### config.mk
export PLATFORM = sky130hd
export DESIGN_NAME = stream_to_legacy_frame_shim
export DESIGN_NICKNAME = d
export VERILOG_FILES = /design/src/rtl/shim_pkg.sv /design/src/rtl/shim_fifo.sv /design/src/rtl/stream_to_legacy_frame_shim.sv
export VERILOG_INCLUDE_DIRS = /design/src /design/src/rtl
export SDC_FILE = /design/constraint.sdc
export NUM_CORES = 1
export LEC_CHECK = 0
export ABC_CLOCK_PERIOD_IN_PS = 2570
export BUFFER_PORTS_ARGS = -buffer_cell sky130_fd_sc_hd__buf_4
export CORE_MARGIN = 2
export CORE_UTILIZATION = 35
export DETAILED_ROUTE_END_ITERATION = 7
export PLACE_DENSITY = 0.6
export SLEW_MARGIN = 0
export SYNTH_ARGS = -nofsm -noshare
export SYNTH_HDL_FRONTEND = slang
export SYNTH_HIERARCHICAL = 1
export SYNTH_SLANG_ARGS = --single-unit
### constraint.sdc
create_clock -name ref_clk -period 2.57 [get_ports ref_clk]
set_clock_uncertainty 0.15 [all_clocks]
set_input_delay 0.1285 -clock ref_clk [delete_from_list [all_inputs] [get_ports ref_clk]]
set_output_delay 0.1285 -clock ref_clk [all_outputs]
set_load 0.1 [all_outputs]
### src/rtl/shim_defs.svh
`ifndef SHIM_DEFS_SVH
`define SHIM_DEFS_SVH

// data path width in bits and bytes
`define SHIM_DATA_W      64
`define SHIM_KEEP_W      8
// remainder field width (byte count minus one)
`define SHIM_REM_W       3
// user flow control message size width
`define SHIM_UFC_MS_W    3
// native flow control pause field width
`define SHIM_NFC_PAUSE_W 4
// user k-block number width
`define SHIM_KBLK_W      3
// fifo depth in words
`define SHIM_FIFO_DEPTH  16
// reset value of the frame-open flags (no frame open)
`define SHIM_IN_FRAME_RST 1'b0

`endif

### src/rtl/shim_pkg.sv
`default_nettype none
`include "shim_defs.svh"

package shim_pkg;

   // one data beat on the stream side
   typedef struct packed {
      logic [`SHIM_DATA_W-1:0] data;   // payload word
      logic [`SHIM_KEEP_W-1:0] keep;   // byte keep mask
      logic                    last;   // frame end
   } stream_beat_t;

   // one data beat on the legacy side, markers active low
   typedef struct packed {
      logic [`SHIM_DATA_W-1:0] data;   // payload word
      logic [`SHIM_REM_W-1:0]  rem;    // valid bytes minus one
      logic                    sofLow; // start marker
      logic                    eofLow; // end marker
   } legacy_beat_t;

   // frame tracker states
   typedef enum logic [0:0] {
      FR_IDLE = 1'b0,
      FR_BODY = 1'b1
   } frame_state_t;

endpackage

`default_nettype wire

### src/rtl/shim_fifo.sv
`default_nettype none

module shim_fifo #(
   parameter int WIDTH = 72,
   parameter int DEPTH = 16
) (
   input  wire logic             ref_clk,
   input  wire logic             rstSyncN,
   input  wire logic             clkEn,
   input  wire logic [WIDTH-1:0] inData,
   input  wire logic             inValid,
   output logic                  inReady,
   output logic      [WIDTH-1:0] outData,
   output logic                  outValid,
   input  wire logic             outReady
);

   localparam int AW = $clog2(DEPTH);

   logic [WIDTH-1:0] mem [DEPTH];   // storage array
   logic [AW-1:0]    wrPtr_q;       // write index
   logic [AW-1:0]    rdPtr_q;       // read index
   logic [AW:0]      count_q;       // words held
   logic             doWrite;       // accepted push
   logic             doRead;        // accepted pop

   // full at depth, empty at zero
   assign inReady  = (count_q != (AW+1)'(DEPTH));
   assign outValid = (count_q != '0);
   assign doWrite  = clkEn & inValid & inReady;
   assign doRead   = clkEn & outValid & outReady;
   assign outData  = mem[rdPtr_q];

   // storage write, no reset needed
   always_ff @(posedge ref_clk) begin
      if (doWrite) begin
         mem[wrPtr_q] <= inData;
      end
   end

   // pointers and occupancy
   always_ff @(posedge ref_clk or negedge rstSyncN) begin
      if (!rstSyncN) begin
         wrPtr_q <= '0;
         rdPtr_q <= '0;
         count_q <= '0;
      end else begin
         if (doWrite) begin
            wrPtr_q <= (wrPtr_q == AW'(DEPTH-1)) ? '0 : wrPtr_q + 1'b1;
         end
         if (doRead) begin
            rdPtr_q <= (rdPtr_q == AW'(DEPTH-1)) ? '0 : rdPtr_q + 1'b1;
         end
         if (doWrite & ~doRead) begin
            count_q <= count_q + 1'b1;
         end else if (doRead & ~doWrite) begin
            count_q <= count_q - 1'b1;
         end
      end
   end

endmodule

`default_nettype wire

### src/rtl/stream_to_legacy_frame_shim.sv
`default_nettype none
`include "shim_defs.svh"

module stream_to_legacy_frame_shim
   import shim_pkg::*;
(
   input  wire logic                          ref_clk,
   input  wire logic                          rstn,
   input  wire logic                          clkEn,
   // legacy transmit data side
   input  wire logic [`SHIM_DATA_W-1:0]       legacyTxData,
   input  wire logic [`SHIM_REM_W-1:0]        legacy_transmit_remainder,
   input  wire logic                          legacyTxEofLow,
   input  wire logic                          legacyTxSrcReadyLow,
   output logic                               legacy_transmit_sink_ready_low,
   output logic                               legacyTxSofLow,
   // stream transmit data side
   output logic [`SHIM_DATA_W-1:0]            s_axi_tx_tdata,
   output logic [`SHIM_KEEP_W-1:0]            s_axi_tx_tkeep,
   output logic                               s_axi_tx_tlast,
   output logic                               s_axi_tx_tvalid,
   input  wire logic                          s_axi_tx_tready,
   // user flow control transmit
   input  wire logic                          legacyUfcReqLow,
   input  wire logic [`SHIM_UFC_MS_W-1:0]     user_flow_message_size,
   input  wire logic [`SHIM_DATA_W-1:0]       legacyUfcTxData,
   input  wire logic                          legacyUfcSrcReadyLow,
   output logic                               legacy_user_flow_sink_ready_low,
   output logic                               ufc_tx_req,
   output logic [`SHIM_UFC_MS_W-1:0]          user_flow_size_field,
   output logic [`SHIM_DATA_W-1:0]            s_axi_ufc_tx_tdata,
   output logic                               s_axi_ufc_tx_tvalid,
   input  wire logic                          s_axi_ufc_tx_tready,
   // native flow control transmit
   input  wire logic                          legacyNfcReqLow,
   output logic                               legacyNfcAckLow,
   input  wire logic [`SHIM_NFC_PAUSE_W-1:0]  legacyNfcPause,
   input  wire logic                          native_flow_stop_flag,
   output logic                               s_axi_nfc_tx_tvalid,
   input  wire logic                          s_axi_nfc_tx_tready,
   output logic [`SHIM_NFC_PAUSE_W:0]         s_axi_nfc_tx_tdata,
   // user k-block transmit
   input  wire logic [`SHIM_DATA_W-1:0]       legacyKData,
   input  wire logic [`SHIM_KBLK_W-1:0]       kblock_number,
   input  wire logic                          legacyKSrcReadyLow,
   output logic                               legacy_kblock_sink_ready_low,
   output logic [`SHIM_DATA_W+`SHIM_KBLK_W-1:0] s_axi_user_k_tdata,
   output logic                               s_axi_user_k_tx_tvalid,
   input  wire logic                          s_axi_user_k_tx_tready,
   // stream receive data side
   input  wire logic [`SHIM_DATA_W-1:0]       m_axi_rx_tdata,
   input  wire logic [`SHIM_KEEP_W-1:0]       m_axi_rx_tkeep,
   input  wire logic                          m_axi_rx_tlast,
   input  wire logic                          m_axi_rx_tvalid,
   output logic                               m_axi_rx_tready,
   // legacy receive data side, stalls via legacyRxSinkReadyLow
   output logic [`SHIM_DATA_W-1:0]            legacyRxData,
   output logic [`SHIM_REM_W-1:0]             legacy_receive_remainder,
   output logic                               legacyRxSofLow,
   output logic                               legacyRxEofLow,
   output logic                               legacyRxSrcReadyLow,
   input  wire logic                          legacyRxSinkReadyLow,
   // user flow control receive
   input  wire logic [`SHIM_DATA_W-1:0]       m_axi_ufc_rx_tdata,
   input  wire logic [`SHIM_KEEP_W-1:0]       m_axi_ufc_rx_tkeep,
   input  wire logic                          m_axi_ufc_rx_tlast,
   input  wire logic                          m_axi_ufc_rx_tvalid,
   output logic [`SHIM_DATA_W-1:0]            legacyUfcRxData,
   output logic [`SHIM_REM_W-1:0]             legacyUfcRxRem,
   output logic                               legacyUfcRxSofLow,
   output logic                               legacyUfcRxEofLow,
   output logic                               legacyUfcRxSrcReadyLow,
   // user k-block receive
   input  wire logic [`SHIM_DATA_W+`SHIM_KBLK_W-1:0] m_axi_user_k_rx_tdata,
   input  wire logic                          m_axi_user_k_rx_tvalid,
   output logic [`SHIM_DATA_W-1:0]            legacyRxKData,
   output logic [`SHIM_KBLK_W-1:0]            legacyRxKBlockNum,
   output logic                               legacyRxKSrcReadyLow
);

   // reset release
   logic rstMeta_q;     // first release stage
   logic rstSyncN;      // released reset copy

   // rstSyncN asserts at once with rstn and releases on the clock,
   // so no flop leaves reset between two edges
   // two-stage reset release
   always_ff @(posedge ref_clk or negedge rstn) begin
      if (!rstn) begin
         rstMeta_q <= 1'b0;
         rstSyncN  <= 1'b0;
      end else begin
         rstMeta_q <= 1'b1;
         rstSyncN  <= rstMeta_q;
      end
   end

   // keep and remainder helpers
   // keep is taken as contiguous from the top lane;
   // a full mask yields seven, the legacy body value
   // count of leading valid bytes minus one, for contiguous keep
   function automatic logic [`SHIM_REM_W-1:0] keepToRem(input logic [`SHIM_KEEP_W-1:0] k);
      logic [`SHIM_REM_W-1:0] r;
      r = '0;
      for (int i = 1; i < `SHIM_KEEP_W; i++) begin
         if (k[`SHIM_KEEP_W-1-i]) begin
            r = `SHIM_REM_W'(i);
         end
      end
      return r;
   endfunction

   // one compare per lane: lane g kept when g <= remainder
   // thermometer keep mask from remainder, lane 0 in msb
   logic [`SHIM_KEEP_W-1:0] txKeepFull;   // mask for the final beat
   genvar g;
   generate
      for (g = 0; g < `SHIM_KEEP_W; g++) begin : gKeep
         assign txKeepFull[`SHIM_KEEP_W-1-g] = (`SHIM_REM_W'(g) <= legacy_transmit_remainder);
      end
   endgenerate

   // one adapter per interface direction
   // each interface below has a transmit half, and all but native flow
   // control a receive half; none shares state with another
   // transmit data path, combinational but the frame flag
   logic txValid;       // active-high source ready
   logic txEnd;         // active-high end marker
   logic txFire;        // beat handed over
   logic txInFrame_q;   // frame open on transmit
   logic txInFrame_d;

   assign txValid = ~legacyTxSrcReadyLow;
   assign txEnd   = ~legacyTxEofLow;
   assign s_axi_tx_tvalid = txValid;
   assign s_axi_tx_tlast  = txEnd;
   assign s_axi_tx_tdata  = legacyTxData;
   // only the closing beat narrows the keep mask
   // full keep on body beats
   assign s_axi_tx_tkeep  = txEnd ? txKeepFull : {`SHIM_KEEP_W{1'b1}};
   assign legacy_transmit_sink_ready_low = ~s_axi_tx_tready;
   // a beat is handed over only when both sides agree
   assign txFire = txValid & s_axi_tx_tready;
   // start marker low while a valid beat finds no frame open
   // start on first beat of frame
   assign legacyTxSofLow = ~(txValid & ~txInFrame_q);
   // a taken end beat closes the frame, other taken beats open it
   assign txInFrame_d = txFire ? ~txEnd : txInFrame_q;

   // clkEn low holds the flag, so a frozen cycle never
   // opens or closes a frame
   // transmit frame tracker
   always_ff @(posedge ref_clk or negedge rstSyncN) begin
      if (!rstSyncN) begin
         txInFrame_q <= `SHIM_IN_FRAME_RST;
      end else if (clkEn) begin
         txInFrame_q <= txInFrame_d;
      end
   end

   // user flow control transmit
   // pure wiring: no state, no added latency
   // request flip, size passes
   assign ufc_tx_req           = ~legacyUfcReqLow;
   assign user_flow_size_field = user_flow_message_size;
   assign s_axi_ufc_tx_tvalid  = ~legacyUfcSrcReadyLow;
   assign legacy_user_flow_sink_ready_low = ~s_axi_ufc_tx_tready;
   assign s_axi_ufc_tx_tdata   = legacyUfcTxData;

   // native flow control transmit
   // packing: stop flag sits above the pause count
   // request and ack flips
   assign s_axi_nfc_tx_tvalid = ~legacyNfcReqLow;
   assign legacyNfcAckLow     = ~s_axi_nfc_tx_tready;
   assign s_axi_nfc_tx_tdata  = {native_flow_stop_flag, legacyNfcPause};

   // user k-block transmit
   // block number rides above the data word
   // k-block handshake flips
   assign s_axi_user_k_tx_tvalid       = ~legacyKSrcReadyLow;
   assign legacy_kblock_sink_ready_low = ~s_axi_user_k_tx_tready;
   assign s_axi_user_k_tdata           = {kblock_number, legacyKData};

   // receive data path with fifo
   // the fifo lets the stream side burst while legacy stalls;
   // tready drops only once all sixteen words are held
   stream_beat_t rxIn;       // beat into the fifo
   stream_beat_t rxOut;      // beat at the fifo head
   logic         rxOutValid; // head holds a beat
   logic         rxPop;      // legacy side takes it
   logic         rxInFrame_q; // frame open on receive
   logic         rxInFrame_d;

   // pack the stream beat into one fifo word
   assign rxIn.data = m_axi_rx_tdata;
   assign rxIn.keep = m_axi_rx_tkeep;
   assign rxIn.last = m_axi_rx_tlast;

   // buffer between stream and legacy receive
   shim_fifo #(
      .WIDTH ($bits(stream_beat_t)),
      .DEPTH (`SHIM_FIFO_DEPTH)
   ) uRxFifo (
      .ref_clk  (ref_clk),
      .rstSyncN (rstSyncN),
      .clkEn    (clkEn),
      .inData   (rxIn),
      .inValid  (m_axi_rx_tvalid),
      .inReady  (m_axi_rx_tready),
      .outData  (rxOut),
      .outValid (rxOutValid),
      .outReady (rxPop)
   );

   // legacy sink ready low pops the head beat
   assign rxPop = ~legacyRxSinkReadyLow;
   assign legacyRxSrcReadyLow = ~rxOutValid;
   assign legacyRxEofLow = ~rxOut.last;
   assign legacyRxData = rxOut.data;
   // remainder reads the head beat's keep
   // keep to remainder
   assign legacy_receive_remainder = keepToRem(rxOut.keep);
   // start marker from the head beat and the receive flag
   // recreated start marker
   assign legacyRxSofLow = ~(rxOutValid & ~rxInFrame_q);
   // frame flag follows popped beats, not pushed ones
   assign rxInFrame_d = (rxOutValid & rxPop) ? ~rxOut.last : rxInFrame_q;

   // clkEn gates the flag together with the fifo pointers
   // receive frame tracker
   always_ff @(posedge ref_clk or negedge rstSyncN) begin
      if (!rstSyncN) begin
         rxInFrame_q <= `SHIM_IN_FRAME_RST;
      end else if (clkEn) begin
         rxInFrame_q <= rxInFrame_d;
      end
   end

   // user flow control receive
   // no ready here: every valid beat counts as taken
   logic ufcInFrame_q;   // flow message open
   logic ufcInFrame_d;

   assign legacyUfcRxSrcReadyLow = ~m_axi_ufc_rx_tvalid;
   assign legacyUfcRxEofLow      = ~m_axi_ufc_rx_tlast;
   assign legacyUfcRxData        = m_axi_ufc_rx_tdata;
   // same keep to remainder mapping as the data path
   assign legacyUfcRxRem         = keepToRem(m_axi_ufc_rx_tkeep);
   // start marker on the first beat of each message
   assign legacyUfcRxSofLow      = ~(m_axi_ufc_rx_tvalid & ~ufcInFrame_q);
   assign ufcInFrame_d = m_axi_ufc_rx_tvalid ? ~m_axi_ufc_rx_tlast : ufcInFrame_q;

   // frozen with clkEn like the other trackers
   // flow message tracker
   always_ff @(posedge ref_clk or negedge rstSyncN) begin
      if (!rstSyncN) begin
         ufcInFrame_q <= `SHIM_IN_FRAME_RST;
      end else if (clkEn) begin
         ufcInFrame_q <= ufcInFrame_d;
      end
   end

   // user k-block receive
   // split the stream word into data and block number
   // k-block ready flip
   assign legacyRxKSrcReadyLow = ~m_axi_user_k_rx_tvalid;
   assign legacyRxKData        = m_axi_user_k_rx_tdata[`SHIM_DATA_W-1:0];
   assign legacyRxKBlockNum    = m_axi_user_k_rx_tdata[`SHIM_DATA_W+`SHIM_KBLK_W-1:`SHIM_DATA_W];

endmodule

`default_nettype wire

Word-level counts from Yosys, hierarchy flattened
Memory sizes are Yosys's and may differ from the RTL's.
Cells that the tools add are included.
Storage, ports and cells
  memories kept: 1
  word-level logic and storage cells: 85
  output and inout bits: 431
  input bits: 436
  memory bits (read-only): 0
  bits in latches: 0
  memory bits (writable): 1168
  register bits: 18
Cells by class
  shifts and indexed selects: 0
  bitwise logic cells: 35
  $lt $le $gt $ge: 8
  reductions and logical operators: 5
  equality and inequality tests: 3
  add/sub/neg operators: 4
  muxes and demuxes: 21
  multipliers: 0
  div/mod/pow operators: 0
Memory list
  uRxFifo.mem: words 16, bits a word 73, rd ports 1, clocked after Yosys merged registers in 0, wr ports 1, RTL line shim_fifo.sv:20  | logic [WIDTH-1:0] mem [DEPTH];
Operators by type and width (count)
  3-bit two-way mux: 10
  1-bit NOT: 24
  3-bit <= comparator, first input constant: 4
  1-bit AND: 11
  5-bit two-way mux: 2
  4-bit by 1-bit adder with 4-bit output, second input constant: 2
  4-bit == test, second input constant: 2
  4-bit two-way mux: 2
  8-bit two-way mux: 1
  1-bit by 3-bit <= comparator with 1-bit output, first input constant: 2
  2-bit by 3-bit <= comparator with 1-bit output, first input constant: 2
  2-bit AND reduction: 3
  5-bit by 1-bit adder with 5-bit output, second input constant: 1
  5-bit inequality test, second input constant: 1
  5-bit nonzero test: 1
  5-bit by 1-bit subtractor with 5-bit output, second input constant: 1
  1-bit two-way mux: 4
  2-bit two-way mux: 2
  2-bit nonzero test: 1

Logic depth before layout (Yosys ltp)
An unclocked memory read counts as a cell.
  word-level depth: 8
  mapped depth: 10

By module
Netlist, hierarchy kept.
By module, submodules not included
  shim_fifo: sequential area each 35399.0 µm², instances 1, area each 45313.5 µm², cells an instance 2035
  stream_to_legacy_frame_shim: sequential area each 125.1 µm², instances 1, area each 2910.3 µm², cells an instance 396

Worst setup path after synthesis
Ideal clock, no wire load.
  path type: reg-to-output
  start point: register uRxFifo.rdPtr_q[0]
  end point: output port legacy_receive_remainder[0]
  data arrival time: 3897 ps
  setup slack: -1606 ps
  stages on the path, launching flop included: 9
  required time: 2291 ps
  cells stage by stage: dfrtp_1 buf_6 buf_2 mux4_2 a32oi_1 o21ai_1 inv_1 a21oi_1 o31ai_1
RTL lines
  from (decl): RTL line shim_fifo.sv:22  | logic [AW-1:0] rdPtr_q;
  from (signal assigned): RTL line shim_fifo.sv:52  | rdPtr_q <= (rdPtr_q == AW'(DEPTH-1)) ? '0 : rdPtr_q + 1'b1;
  to (decl): RTL line stream_to_legacy_frame_shim.sv:58  | output logic [`SHIM_REM_W-1:0] legacy_receive_remainder,

Worst setup path after layout
  start point: register uRxFifo.rdPtr_q[0]
  end point: output port legacyRxData[55]
On the way
  longest elaborated chain between the ends: 1
RTL lines
  memory 16 x 73 bit
  to (decl): RTL line stream_to_legacy_frame_shim.sv:57  | output logic [`SHIM_DATA_W-1:0] legacyRxData,
Every way passes these cells.

==> impl_results.md <==
- Reg2reg setup slack: 0.01 ns
- Largest net degree at the start of global routing: slightly below 80
- Worst hold path type: in -> reg
- Area growth, synth to finish: 21.45%
- Initial Util: 0.3520
- Worst path slowest cell: dfrtp_4
- Final period utilization: 1.228
- Grt ovf: 0
- Later-pin clock latency in the skew report: between 0.7 and 0.8 ns
- Max_cap viols: 0
- Final WS setup: -0.5851 ns
- DR DRC count: 0
- Tmin final: 3.155 ns
- Delay-heaviest family, CP: buffers and inverters
- Outcome: finished with violations
- Drt total wl: ~180000 µm
- Worst Path Arrival: ~2.9 ns
- CP startpoint kind: flop
- Antenna violations before repair: 12
- Power per cell area: around 1300 nW/µm²
- I/O pin total: slightly below 900
- Core Footprint: roughly 140000 µm²
- Worst-path cell chain: buf_4, buf_6, buf_12, buf_12, buf_16, mux4_2, a32oi_2, o21ai_2, buf_12
- Final Hold Viols: 0
- Nets: roughly 3000
- Failing checks: negative setup slack
- CP max stage delay: around 0.53 ns
- Port buffer count: 195
- Syn Area/Cell: 19.79 µm²
- Worst-path clk slew: 0.06 ns
- Buf/Inv on CP: 6
- Final setup viols: just under 70
- WL/cell: 40.47 µm
- Post-Layout Cell Count: 4470
- DRT antenna net count: 0
- CTS Sinks: ~1200
- FMAX: 0.3169 GHz
- Post-Place Cells: approximately 4100
- Post-DP HPWL: approximately 130000 µm
- Clock Tree Buf Depth: 3
- Syn. warnings: 6
- Die area: between 100000 and 150000 µm²
- Synthesized instance count: around 2400
- Tot GR Track Use: 0.2566
- Vias in the first global route: between 20000 and 25000
- TritonCTS buffer count: 117
- Util after Layout: 0.4275
- Slew Limit Fails: 0
- # H-tree levels: 3
- Worst VDD drop: 0.001550 V
- TritonRoute pass-1 iters: 5
- Slew HR: 0.4454
- Worst-path fanout max: 7
- Vias: around 24000
- Mapped cell area: approximately 48000 µm²
- Share of layout cells above drive strength 1: 0.3777
- RSZ-0062 raised after global routing: yes
- Final Wtd Congestion: between 0.8 and 0.9
- Initial drt markers: around 2200
- Worst Setup End Kind: output pin
- Pin slew with the least headroom to its limit: roughly 0.83 ns
- Crit path kind: reg -> out
- Cell mode on critical path: buf_12
- Die H: 372.9 µm
- # rows: between 100 and 150
- Via density per instance: approximately 5.4
- CTS tree: done
- Clock Tree Root: clkbuf_16
- Die Wd: between 300 and 400 µm
- Critical Path RT: 2.29 ns
- First-pass GRT wire length: ~240000 µm
- Leak Pwr: around 19 nW
final cells by class:
type,count,area (µm²)
timing repair buffer,515,6426
tap,1781,2228
antenna,2,5.005
multi-input combinational,762,10340
inverter,25,98.84
clock inverter,68,640.6
fill,11502,77460
sequential,1170,35060
clock buffer,147,3040
repair_timing:
| action | 4_1_cts | 5_1_grt |
|---|---|---|
| pin swaps | 42 | 45 |
| gates cloned | 15 | 3 |
| hold buffers | 84 | 0 |
| hold endpoints to repair | 1170 | 0 |
| buffers inserted | 52 | 9 |
| gates resized for setup | 266 | 92 |
| setup endpoints to repair | 169 | 110 |
routing by layer:
metal	track usage	routed length, µm	vias to the layer above
li1	-	-	9819
met1	0.2240	49600	12470
met2	0.3841	79970	1470
met3	0.2715	44400	273
met4	0.08376	6217	18
met5	0.03249	714	-
per-stage QoR:
step           hold WS (ns)  setup TNS [ns]  worst slack, ns  cell area, µm²  power, mW
6_report            0.05254          -34.64          -0.5851           57840      73.26
5_1_grt             0.07037          -39.55          -0.6733           57840      75.46
4_1_cts            0.006525          -37.70          -0.6609           57150      72.26
3_5_place_dp        -0.2337          -16.42          -0.2079           50570      50.61
3_3_place_gp        -0.2376          -8.570          -0.1876           50570      50.37
2_1_floorplan       -0.3171          -1.735          -0.7112           47910      44.97
state kept, by name, summed over array words and instances, names as in the netlist:
| name | flops |
|---|---|
| uRxFifo/wrPtr_q | 4 |
| rxInFrame_q | 1 |
| txInFrame_q | 1 |
| uRxFifo/mem | 1152 |
| rstMeta_q | 1 |
| rstSyncN | 1 |
| ufcInFrame_q | 1 |
| uRxFifo/count_q | 5 |
| uRxFifo/rdPtr_q | 4 |
cells in the final DEF (no fill, tap or decap), types with 11 or more instances in the layout:
master	instances
edfxtp_1	1152
a22oi_1	19
clkinv_2	16
mux2i_1	205
clkbuf_16	120
o21ai_2	64
dlygate4sd3_1	84
a32oi_1	38
clkinv_1	33
buf_12	124
dfrtp_1	11
a22oi_2	53
inv_1	23
buf_6	34
clkbuf_1	30
and2_4	17
a32oi_2	34
buf_8	15
mux4_2	216
buf_16	24
nand2_1	15
mux2i_2	11
buf_4	230
where the power goes:
| part | internal [mW] | total (mW) | leakage [nW] | switching (mW) |
|---|---|---|---|---|
| clock network | 9.18 | 16.5 | 1.79 | 7.30 |
| registers | 21.9 | 22.3 | 10.6 | 0.349 |
| logic | 13.7 | 34.5 | 6.67 | 20.8 |
path summary, 6_finish.rpt:
path	to	from	cells after the start
min reg2reg	txInFrame_q$_DFFE_PN0P_	rstSyncN$_DFF_PN0_	0
min in group asynchronous	rstMeta_q$_DFF_PN0_	rstn	3
max in group asynchronous	uRxFifo/rdPtr_q[3]$_DFFE_PN0P_	rstSyncN$_DFF_PN0_	0
min	uRxFifo/mem[7][59]$_DFFE_PP_	m_axi_rx_tdata[50]	2
max reg2reg	uRxFifo/count_q[4]$_DFFE_PN0P_	uRxFifo/count_q[2]$_DFFE_PN0P_	10
max	legacyRxData[55]	uRxFifo/rdPtr_q[0]$_DFFE_PN0P_	9
No activity file was read; power rests on OpenSTA's default activity.
